--- config.mk ---
export PLATFORM = sky130hd
export DESIGN_NAME = fbc_host
export DESIGN_NICKNAME = d
export VERILOG_FILES = /design/src/rtl/fbc_pkg.sv /design/src/rtl/fbc_cycle.sv /design/src/rtl/fbc_host.sv
export SDC_FILE = /design/constraint.sdc
export NUM_CORES = 1
export LEC_CHECK = 0
export BUFFER_PORTS_ARGS = -buffer_cell sky130_fd_sc_hd__buf_2
export CAP_MARGIN = 5
export CORE_ASPECT_RATIO = 1.4
export CORE_UTILIZATION = 51
export CTS_BUF_LIST = sky130_fd_sc_hd__clkbuf_16
export DETAILED_ROUTE_END_ITERATION = 16
export PLACE_DENSITY = 0.79
export SLEW_MARGIN = 20
export SYNTH_ARGS = -nofsm -noshare
export SYNTH_HDL_FRONTEND = slang
export SYNTH_SLANG_ARGS = --single-unit
--- constraint.sdc ---
create_clock -name I_CLK_SYS -period 1.9 [get_ports I_CLK_SYS]
set_input_delay 0 -clock I_CLK_SYS [delete_from_list [all_inputs] [get_ports I_CLK_SYS]]
set_output_delay 0 -clock I_CLK_SYS [all_outputs]
set_load 0.02 [all_outputs]
--- src/rtl/fbc_pkg.sv ---
// Package of constants and types for the flash bus host controller.
package fbc_pkg;
    // Bus widths of the external flash part.
    localparam int ADDR_W = 19;
    localparam int DATA_W = 8;
    // Sector select field position within the address.
    localparam int SECT_LSB = 16;
    localparam int SECT_W   = 3;
    // Bus phase timing in ns, printed figures.
    localparam int T_SETUP_NS  = 30;  // Address setup before strobe low.
    localparam int T_STROBE_NS = 40;  // Strobe low width, well above glitch.
    localparam int T_ACCESS_NS = 70;  // Read access time.
    localparam int T_HOLD_NS   = 20;  // Hold after strobe release.
    localparam int CLK_NS      = 10;
    // Derived cycle counts: least times round up.
    localparam int N_SETUP  = (T_SETUP_NS + CLK_NS - 1) / CLK_NS;
    localparam int N_STROBE = (T_STROBE_NS + CLK_NS - 1) / CLK_NS;
    localparam int N_ACCESS = (T_ACCESS_NS + CLK_NS - 1) / CLK_NS;
    localparam int N_HOLD   = (T_HOLD_NS + CLK_NS - 1) / CLK_NS;
    localparam int CNT_W    = 4;
    // Command sequence constants.
    localparam logic [ADDR_W-1:0] UNLOCK_A1 = 19'h00555;
    localparam logic [ADDR_W-1:0] UNLOCK_A2 = 19'h002aa;
    localparam logic [DATA_W-1:0] UNLOCK_D1 = 8'haa;
    localparam logic [DATA_W-1:0] UNLOCK_D2 = 8'h55;
    localparam logic [DATA_W-1:0] CMD_RESET = 8'hf0;
    localparam logic [DATA_W-1:0] CMD_ID    = 8'h90;
    localparam logic [DATA_W-1:0] CMD_PROG  = 8'ha0;
    localparam logic [DATA_W-1:0] CMD_ERASE = 8'h80;
    localparam logic [DATA_W-1:0] CMD_CHIP  = 8'h10;
    localparam logic [DATA_W-1:0] CMD_SECT  = 8'h30;
    // Identification read offsets.
    localparam logic [7:0] ID_MAKER = 8'h00;
    localparam logic [7:0] ID_PART  = 8'h01;
    localparam logic [7:0] ID_PROT  = 8'h02;
    localparam logic [7:0] ID_CONT  = 8'h03;
    // Host operation codes.
    typedef enum logic [2:0] {
        OP_READ, OP_WRITE, OP_PROG, OP_SECT_ERASE, OP_CHIP_ERASE,
        OP_ID_READ, OP_RESET
    } fbc_op_t;
endpackage : fbc_pkg
--- src/rtl/fbc_cycle.sv ---
// Single bus cycle engine driving the flash strobes and data lines.
`timescale 1ns/1ps
`default_nettype none
module fbc_cycle (
    // Clock and reset.
    input  wire logic                      i_clk,
    input  wire logic                      i_srst,
    // Cycle request.
    input  wire logic                      i_go,
    input  wire logic                      i_wr,
    input  wire logic [fbc_pkg::ADDR_W-1:0] i_addr,
    input  wire logic [fbc_pkg::DATA_W-1:0] i_data,
    output logic                           o_done,
    output logic [fbc_pkg::DATA_W-1:0]     o_rdata,
    // Flash pins.
    output logic                           o_ce_n,
    output logic                           o_oe_n,
    output logic                           o_we_n,
    output logic [fbc_pkg::ADDR_W-1:0]     o_addr,
    output logic [fbc_pkg::DATA_W-1:0]     o_dq,
    output logic                           o_dq_oe_n,
    input  wire logic [fbc_pkg::DATA_W-1:0] i_dq_sync
);
    typedef enum logic [1:0] {CY_IDLE, CY_SETUP, CY_STROBE, CY_HOLD} fbc_cy_t;
    fbc_cy_t                       st, next_st;
    logic [fbc_pkg::CNT_W-1:0]     cnt, next_cnt;
    logic                          wr, next_wr;
    logic [fbc_pkg::DATA_W-1:0]    next_rdata;
    logic                          next_done, next_ce_n, next_oe_n, next_we_n;
    logic [fbc_pkg::ADDR_W-1:0]    next_addr;
    logic [fbc_pkg::DATA_W-1:0]    next_dq;
    logic                          next_dq_oe_n;

    // Sequencer: setup, strobe, hold; all pins change on phase edges only.
    always_comb begin
        next_st = st;
        next_cnt = cnt;
        next_wr = wr;
        next_rdata = o_rdata;
        next_done = 1'b0;
        next_ce_n = o_ce_n;
        next_oe_n = o_oe_n;
        next_we_n = o_we_n;
        next_addr = o_addr;
        next_dq = o_dq;
        next_dq_oe_n = o_dq_oe_n;
        unique case (st)
            CY_IDLE: begin
                // Idle keeps chip deselected so the part sits in standby.
                if (i_go) begin
                    next_st = CY_SETUP;
                    next_wr = i_wr;
                    next_addr = i_addr;
                    next_dq = i_data;
                    next_ce_n = 1'b0;
                    next_dq_oe_n = !i_wr;  // Drive only for writes.
                    next_cnt = 4'(fbc_pkg::N_SETUP - 1);
                end
            end
            CY_SETUP: begin
                if (cnt == '0) begin
                    // Write: gate stays high, strobe low; read the reverse.
                    next_st = CY_STROBE;
                    next_we_n = !wr;
                    next_oe_n = wr;
                    // Reads wait the access time, two synchroniser stages
                    // and one spare cycle, so the sample never races the
                    // moment the part's data first becomes valid.
                    next_cnt = wr ? 4'(fbc_pkg::N_STROBE - 1)
                                  : 4'(fbc_pkg::N_ACCESS + 2);
                end else begin
                    next_cnt = cnt - 1'b1;
                end
            end
            CY_STROBE: begin
                // Strobe length far exceeds the glitch filter width.
                if (cnt == '0) begin
                    next_st = CY_HOLD;
                    next_we_n = 1'b1;  // Data latched on this rise.
                    next_oe_n = 1'b1;
                    next_rdata = i_dq_sync;
                    next_cnt = 4'(fbc_pkg::N_HOLD - 1);
                end else begin
                    next_cnt = cnt - 1'b1;
                end
            end
            CY_HOLD: begin
                if (cnt == '0) begin
                    next_st = CY_IDLE;
                    next_ce_n = 1'b1;
                    next_dq_oe_n = 1'b1;
                    next_done = 1'b1;
                end else begin
                    next_cnt = cnt - 1'b1;
                end
            end
        endcase
    end

    // Register stage.
    always_ff @(posedge i_clk) begin
        if (i_srst) begin
            st <= CY_IDLE;
            cnt <= '0;
            wr <= 1'b0;
            o_rdata <= '0;
            o_done <= 1'b0;
            o_ce_n <= 1'b1;
            o_oe_n <= 1'b1;
            o_we_n <= 1'b1;
            o_addr <= '0;
            o_dq <= '0;
            o_dq_oe_n <= 1'b1;
        end else begin
            st <= next_st;
            cnt <= next_cnt;
            wr <= next_wr;
            o_rdata <= next_rdata;
            o_done <= next_done;
            o_ce_n <= next_ce_n;
            o_oe_n <= next_oe_n;
            o_we_n <= next_we_n;
            o_addr <= next_addr;
            o_dq <= next_dq;
            o_dq_oe_n <= next_dq_oe_n;
        end
    end
endmodule : fbc_cycle
`default_nettype wire

--- src/rtl/fbc_host.sv ---
// Host controller that issues flash operations as pin level bus cycles.
`timescale 1ns/1ps
`default_nettype none
module fbc_host (
    // Clock and reset.
    input  wire logic                        I_CLK_SYS,
    input  wire logic                        I_SRST,
    // Operation request from user logic.
    input  wire logic                        I_REQ,
    input  wire fbc_pkg::fbc_op_t            I_OP,
    input  wire logic [fbc_pkg::ADDR_W-1:0]  I_ADDR,
    input  wire logic [fbc_pkg::DATA_W-1:0]  I_WDATA,
    output logic                             O_BUSY,
    output logic                             O_DONE,
    output logic [fbc_pkg::DATA_W-1:0]       O_RDATA,
    // Flash pins.
    output logic                             O_CE_N,
    output logic                             O_OE_N,
    output logic                             O_WE_N,
    output logic [fbc_pkg::ADDR_W-1:0]       O_A,
    output logic [fbc_pkg::DATA_W-1:0]       O_DQ,
    output logic                             O_DQ_OE_N,
    input  wire logic [fbc_pkg::DATA_W-1:0]  I_DQ
);
    typedef enum logic [1:0] {HS_IDLE, HS_ISSUE, HS_WAIT} fbc_hs_t;

    // Command step table: returns address/data of step k of an operation.
    function automatic logic [fbc_pkg::ADDR_W+fbc_pkg::DATA_W-1:0] step_of(
        input fbc_pkg::fbc_op_t           op,
        input logic [2:0]                 k,
        input logic [fbc_pkg::ADDR_W-1:0] a,
        input logic [fbc_pkg::DATA_W-1:0] d
    );
        logic [fbc_pkg::ADDR_W-1:0] sa;
        logic [fbc_pkg::DATA_W-1:0] cmd;
        sa = {a[fbc_pkg::ADDR_W-1:fbc_pkg::SECT_LSB],
              16'h0000};
        cmd = fbc_pkg::CMD_RESET;
        // Unlock pair opens every program, erase and identify sequence.
        if (k == 3'd3 && op == fbc_pkg::OP_PROG) begin
            // Program has a single unlock pair; step three is the byte.
            step_of = {a, d};
        end else if (k == 3'd0 || k == 3'd3) begin
            step_of = {fbc_pkg::UNLOCK_A1, fbc_pkg::UNLOCK_D1};
        end else if (k == 3'd1 || k == 3'd4) begin
            step_of = {fbc_pkg::UNLOCK_A2, fbc_pkg::UNLOCK_D2};
        end else if (k == 3'd2) begin
            unique case (op)
                fbc_pkg::OP_PROG:    cmd = fbc_pkg::CMD_PROG;
                fbc_pkg::OP_ID_READ: cmd = fbc_pkg::CMD_ID;
                default:             cmd = fbc_pkg::CMD_ERASE;
            endcase
            step_of = {fbc_pkg::UNLOCK_A1, cmd};
        end else begin
            // Final step carries the target: byte, sector or chip.
            unique case (op)
                fbc_pkg::OP_SECT_ERASE: step_of = {sa, fbc_pkg::CMD_SECT};
                fbc_pkg::OP_CHIP_ERASE:
                    step_of = {fbc_pkg::UNLOCK_A1, fbc_pkg::CMD_CHIP};
                default: step_of = {a, d};
            endcase
        end
    endfunction : step_of

    // Number of write cycles before the final (read or write) cycle.
    function automatic logic [2:0] last_of(input fbc_pkg::fbc_op_t op);
        unique case (op)
            fbc_pkg::OP_PROG:       last_of = 3'd3;
            fbc_pkg::OP_SECT_ERASE,
            fbc_pkg::OP_CHIP_ERASE: last_of = 3'd5;
            fbc_pkg::OP_ID_READ:    last_of = 3'd3;
            default:                last_of = 3'd0;
        endcase
    endfunction : last_of

    fbc_hs_t                       st, next_st;
    fbc_pkg::fbc_op_t              op, next_op;
    logic [2:0]                    k, next_k;
    logic [fbc_pkg::ADDR_W-1:0]    addr, next_addr;
    logic [fbc_pkg::DATA_W-1:0]    wdata, next_wdata;
    logic [fbc_pkg::DATA_W-1:0]    next_rdata;
    logic                          next_busy, next_done;
    logic                          go, next_go;
    logic                          cy_wr, next_cy_wr;
    logic [fbc_pkg::ADDR_W-1:0]    cy_addr, next_cy_addr;
    logic [fbc_pkg::DATA_W-1:0]    cy_data, next_cy_data;
    logic                          cy_done;
    logic [fbc_pkg::DATA_W-1:0]    cy_rdata;
    // Two-stage synchroniser for the asynchronous data pins.
    logic [fbc_pkg::DATA_W-1:0]    dq_meta, dq_sync;

    always_ff @(posedge I_CLK_SYS) begin
        dq_meta <= I_DQ;
        dq_sync <= dq_meta;
    end

    // Operation sequencer: walks command steps, then the final cycle.
    always_comb begin
        logic [fbc_pkg::ADDR_W+fbc_pkg::DATA_W-1:0] s;
        s = step_of(op, k, addr, wdata);
        next_st = st;
        next_op = op;
        next_k = k;
        next_addr = addr;
        next_wdata = wdata;
        next_rdata = O_RDATA;
        next_busy = O_BUSY;
        next_done = 1'b0;
        next_go = 1'b0;
        next_cy_wr = cy_wr;
        next_cy_addr = cy_addr;
        next_cy_data = cy_data;
        unique case (st)
            HS_IDLE: begin
                // Requests are taken only while idle.
                if (I_REQ) begin
                    next_st = HS_ISSUE;
                    next_op = I_OP;
                    next_addr = I_ADDR;
                    next_wdata = I_WDATA;
                    next_k = '0;
                    next_busy = 1'b1;
                end
            end
            HS_ISSUE: begin
                next_go = 1'b1;
                next_st = HS_WAIT;
                if (op == fbc_pkg::OP_READ) begin
                    // Plain read needs no command: part rests in read mode.
                    next_cy_wr = 1'b0;
                    next_cy_addr = addr;
                end else if (op == fbc_pkg::OP_WRITE) begin
                    // Raw write of the user's data at the user's address.
                    next_cy_wr = 1'b1;
                    next_cy_addr = addr;
                    next_cy_data = wdata;
                end else if (op == fbc_pkg::OP_RESET) begin
                    next_cy_wr = 1'b1;
                    next_cy_addr = addr;
                    next_cy_data = fbc_pkg::CMD_RESET;
                end else if (op == fbc_pkg::OP_ID_READ &&
                             k == last_of(op)) begin
                    // Identify read at the user's low offset.
                    next_cy_wr = 1'b0;
                    next_cy_addr = addr;
                end else begin
                    next_cy_wr = 1'b1;
                    next_cy_addr = s[fbc_pkg::ADDR_W+fbc_pkg::DATA_W-1:
                                     fbc_pkg::DATA_W];
                    next_cy_data = s[fbc_pkg::DATA_W-1:0];
                end
            end
            HS_WAIT: begin
                if (cy_done) begin
                    if (k == last_of(op) || op == fbc_pkg::OP_READ ||
                        op == fbc_pkg::OP_WRITE || op == fbc_pkg::OP_RESET)
                    begin
                        // Program/erase then run on; status read by polling.
                        next_st = HS_IDLE;
                        next_rdata = cy_rdata;
                        next_busy = 1'b0;
                        next_done = 1'b1;
                    end else begin
                        next_k = k + 3'd1;
                        next_st = HS_ISSUE;
                    end
                end
            end
            default: next_st = HS_IDLE;
        endcase
    end

    // Register stage of the sequencer.
    always_ff @(posedge I_CLK_SYS) begin
        if (I_SRST) begin
            st <= HS_IDLE;
            op <= fbc_pkg::OP_READ;
            k <= '0;
            addr <= '0;
            wdata <= '0;
            O_RDATA <= '0;
            O_BUSY <= 1'b0;
            O_DONE <= 1'b0;
            go <= 1'b0;
            cy_wr <= 1'b0;
            cy_addr <= '0;
            cy_data <= '0;
        end else begin
            st <= next_st;
            op <= next_op;
            k <= next_k;
            addr <= next_addr;
            wdata <= next_wdata;
            O_RDATA <= next_rdata;
            O_BUSY <= next_busy;
            O_DONE <= next_done;
            go <= next_go;
            cy_wr <= next_cy_wr;
            cy_addr <= next_cy_addr;
            cy_data <= next_cy_data;
        end
    end

    // Pin cycle engine; its outputs are flip-flops.
    fbc_cycle u_cycle (
        .i_clk     (I_CLK_SYS),
        .i_srst    (I_SRST),
        .i_go      (go),
        .i_wr      (cy_wr),
        .i_addr    (cy_addr),
        .i_data    (cy_data),
        .o_done    (cy_done),
        .o_rdata   (cy_rdata),
        .o_ce_n    (O_CE_N),
        .o_oe_n    (O_OE_N),
        .o_we_n    (O_WE_N),
        .o_addr    (O_A),
        .o_dq      (O_DQ),
        .o_dq_oe_n (O_DQ_OE_N),
        .i_dq_sync (dq_sync)
    );
endmodule : fbc_host
`default_nettype wire

==> run metrics <==
Final #Nets slightly below 900; post-route clock period utilization between 90% and 100%; largest stage delay on the critical path 0.45 ns; Yosys Warn Count 0; simple-gate area share of the yosys netlist 21.3%; Final setup violation count 0; largest net degree at the start of global routing 54; f_max 0.530 GHz; path type of the worst min-delay path input port to flip-flop; Maximum Capacitance Violations 0; leading register cell type out of synthesis sky130_fd_sc_hd__dfxtp_1; number of instances in the synthesized netlist 672; IO Count 82; final critical path time including I/O delays and setup between 1.5 and 2 ns; WL/cell 15.2 microns; fraction of final layout cells sized beyond drive strength 1 about a quarter; total iterations of the first detailed-routing run 5; Die Y-Extent 126 microns; most common library cells after synthesis 162 x sky130_fd_sc_hd__nand2_1, 137 x sky130_fd_sc_hd__dfxtp_1, 93 x sky130_fd_sc_hd__a21oi_1; transition at the pin with the smallest max-transition slack 0.715 ns; Pwr Density 992 nW/um^2; count of cell types in the netlist 64; proportion of netlist area held by the largest area contributor 49.1%; number of clock sinks seen by CTS 137; count of placed standard cells in the final layout, fillers left out 972; Die Width 90.4 microns; Int Pwr approximately 5.3 mW; portion of total power attributed to sequential cells 42.4%; Die Outline Area 11,400 sq um; worst-path cell with the longest stage delay sky130_fd_sc_hd__or4_4; root buffer selected by CTS sky130_fd_sc_hd__clkbuf_16; CORE AREA around 11,000 sq um; Syn-to-layout area delta 33.7%; mean cell area of the mapped netlist around 8.3 sq um; gr usage total 26.4%; element type at the critical path end flip-flop; number of placement rows 44; Arrival @ worst endpoint roughly 2.2 ns; DRC 0; H-tree levels 4; ranking of synthesized cells by area sky130_fd_sc_hd__dfxtp_1 49%, sky130_fd_sc_hd__nand2_1 11%, sky130_fd_sc_hd__a21oi_1 8.3%; switching power summed over all nets 2.10 mW; XOR/XNOR Fraction of Synth Area 0%; number of flops mapped to enable cells by yosys 0; wire length of the first global-routing pass ~24,000 microns; number of storage elements in the synthesis netlist 137; vias after detailed routing 5,276; unrepaired setup endpoints after global routing true; detailed router's first-iteration violation count 305; adder and majority gate portion of the synthesized area under 10%; initial antenna violation count 0; Total Wirelength between 10,000 and 15,000 microns; most common cell in the netlist sky130_fd_sc_hd__nand2_1; data required time at the worst endpoint 2.25 ns; Ant. Diodes 0; hpwl dp 9780 microns; weighted congestion reported at the end of routability-driven placement roughly 0.9; post-route antenna net violation count 0; sw frac 28.3%; maximum resistive drop on vdd between 700 and 800 uV; share of synthesized area spent on multiplexers 2.35%; share of flip-flops with an asynchronous set or reset 0%; dominant combinational cell family by area after synthesis simple AND/OR/NAND/NOR gates; CTS tree built; Max Buffers Root-to-Sink 2; max-slew violation count 0; post-synthesis sequential area ratio approximately half; count of port buffers added during placement 81; critical-path maximum fanout 5; Static Leak ~3.1 nW; crit-path cells buf_4 > nor4bb_1 > buf_4 > o31ai_4 > a31oi_4 > or4_4 > a21oi_2; number of global-route vias before repair approximately 5,300; number of nets produced by synthesis roughly 730; mean number of vias per cell approximately 5.4; GRT overflow 0; WS Path Type flip-flop to flip-flop; post-synthesis cell type with the largest combined area sky130_fd_sc_hd__dfxtp_1; clock input transition at the sequential cells of the worst setup and hold paths ~0.060 ns; initial standard-cell utilization of the core 53.1%; dpl cells 900; Most common cell on crit path sky130_fd_sc_hd__buf_4; total negative slack for setup checks 0 ns; share of total power in the clock network about two fifths; source-to-sink clock delay at the later pin of the worst-skew pair 0.42 ns; crit path launch type flip-flop; Final Hold Fails 0; total CTS buffers 17; worst-case clock skew 0.00603 ns; Compound-Gate Fraction of Synth Area approximately 20%; portion of total power attributed to combinational logic approximately 16%; outcome finished clean; headroom to the max-slew limit around 52%; synthesized area between 5000 and 6000 sq um
cell usage in the layout, fill, tap and decap left out, types with 3 or more instances in the layout:
cell type and instances:
sky130_fd_sc_hd__mux2i_1 10, sky130_fd_sc_hd__a21oi_1 90, sky130_fd_sc_hd__o21ai_0 34, sky130_fd_sc_hd__o221ai_1 4, sky130_fd_sc_hd__clkinv_2 3, sky130_fd_sc_hd__a22o_1 8
sky130_fd_sc_hd__dlygate4sd3_1 38, sky130_fd_sc_hd__nor2b_1 8, sky130_fd_sc_hd__a21oi_2 3, sky130_fd_sc_hd__or2_2 3, sky130_fd_sc_hd__nor3_1 6, sky130_fd_sc_hd__nor2_1 34
sky130_fd_sc_hd__clkbuf_16 17, sky130_fd_sc_hd__nand4b_1 3, sky130_fd_sc_hd__buf_4 51, sky130_fd_sc_hd__dfxtp_1 134, sky130_fd_sc_hd__nand2b_1 8, sky130_fd_sc_hd__a31oi_1 8
sky130_fd_sc_hd__nand2_1 162, sky130_fd_sc_hd__inv_1 13, sky130_fd_sc_hd__buf_2 81, sky130_fd_sc_hd__nor3b_1 3, sky130_fd_sc_hd__o211ai_1 4, sky130_fd_sc_hd__nand3_1 6
sky130_fd_sc_hd__nor2_2 3, sky130_fd_sc_hd__inv_6 4, sky130_fd_sc_hd__ha_1 9, sky130_fd_sc_hd__clkinvlp_4 5, sky130_fd_sc_hd__a21boi_0 5, sky130_fd_sc_hd__nand3b_1 4
sky130_fd_sc_hd__and2_1 3, sky130_fd_sc_hd__o21a_1 3
critical path: cells and delay by family, from the launching register on:
family                 cells  cell delay [ns]
AO/OA/AOI/OAI              3             0.61
buffers and inverters      2             0.29
AND/OR/NAND/NOR            2             0.57
flip-flops                 1             0.33
cell families after synthesis:
| group | after synthesis |
|---|---|
| buf+inv | 56 |
| flops | 137 |
| simple gates | 265 |
| mux | 13 |
| fa+ha+maj | 12 |
| compound gates | 189 |
routing by layer:
layer	part of all wire, %	wire [microns]	vias up	global-route usage, %
met5	0	0	-	0
met4	2.3	341	0	9.20
met3	3.9	579	34	5.86
met2	53	7870	144	50.5
met1	40	5940	2495	28.2
li1	-	-	2603	-
worst paths after layout:
kind / start / to / slack, ns / cells after the start
hold / removal: I_SRST / cy_addr[7] / 0.04 / 4
setup reg to reg: k[0] / k[2] / 0.01 / 7
hold reg to reg: dq_meta[4] / dq_sync[4] / 0.32 / 0
setup / recovery: k[0] / k[2] / 0.01 / 7
metrics by stage:
stage          area [sq um]  setup WS (ns)  total power, mW  utilization [%]  hold WS (ns)
6_report               7470         0.0131             7.41             71.0        0.0413
5_1_grt                7470        -0.0421             7.71             71.0        0.0679
4_1_cts                7350        0.00687             7.38             69.9        0.0560
3_5_place_dp           6370         -0.107             4.26             60.6         0.104
3_3_place_gp           6370        -0.0187             4.22             60.6         0.103
2_1_floorplan          5590         0.0288             3.91                -        0.0277
sequential cells by signal (all words and copies together) (netlist names), 2 cells and up:
signal           count
u_cycle.o_addr      19
wdata                8
O_RDATA              8
dq_meta              8
dq_sync              8
addr                19
cy_addr             19
u_cycle.st           2
st                   2
u_cycle.o_rdata      8
k                    3
op                   3
u_cycle.o_dq         8
u_cycle.cnt          4
cy_data              8
final cells by class:
class / count / area [sq um]
Fill cell: 807 / 3050
Multi-Input combinational cell: 480 / 2760
Sequential cell: 137 / 2750
Timing Repair Buffer: 171 / 1180
Clock buffer: 17 / 425
Tap cell: 138 / 173
Clock inverter: 15 / 125
Inverter: 14 / 52.6
repair_timing:
| item | 4_1_cts | 5_1_grt |
|---|---|---|
| pin swaps | 0 | 12 |
| setup endpoints to repair | 24 | 44 |
| resized for setup | 10 | 25 |
| buffers inserted | 0 | 1 |
| cloned | 0 | 1 |
| hold endpoints to repair | 38 | 0 |
| hold buffers | 38 | 0 |
power groups by stage:
stage,clock (mW),combinational [mW],sequential (mW)
6_report,3.08,1.19,3.14
5_1_grt,3.23,1.32,3.15
4_1_cts,3.10,1.14,3.13
3_5_place_dp,0,1.07,3.19
3_3_place_gp,0,1.04,3.18
2_1_floorplan,0,0.726,3.19
Power figures use the tool's default switching activity.
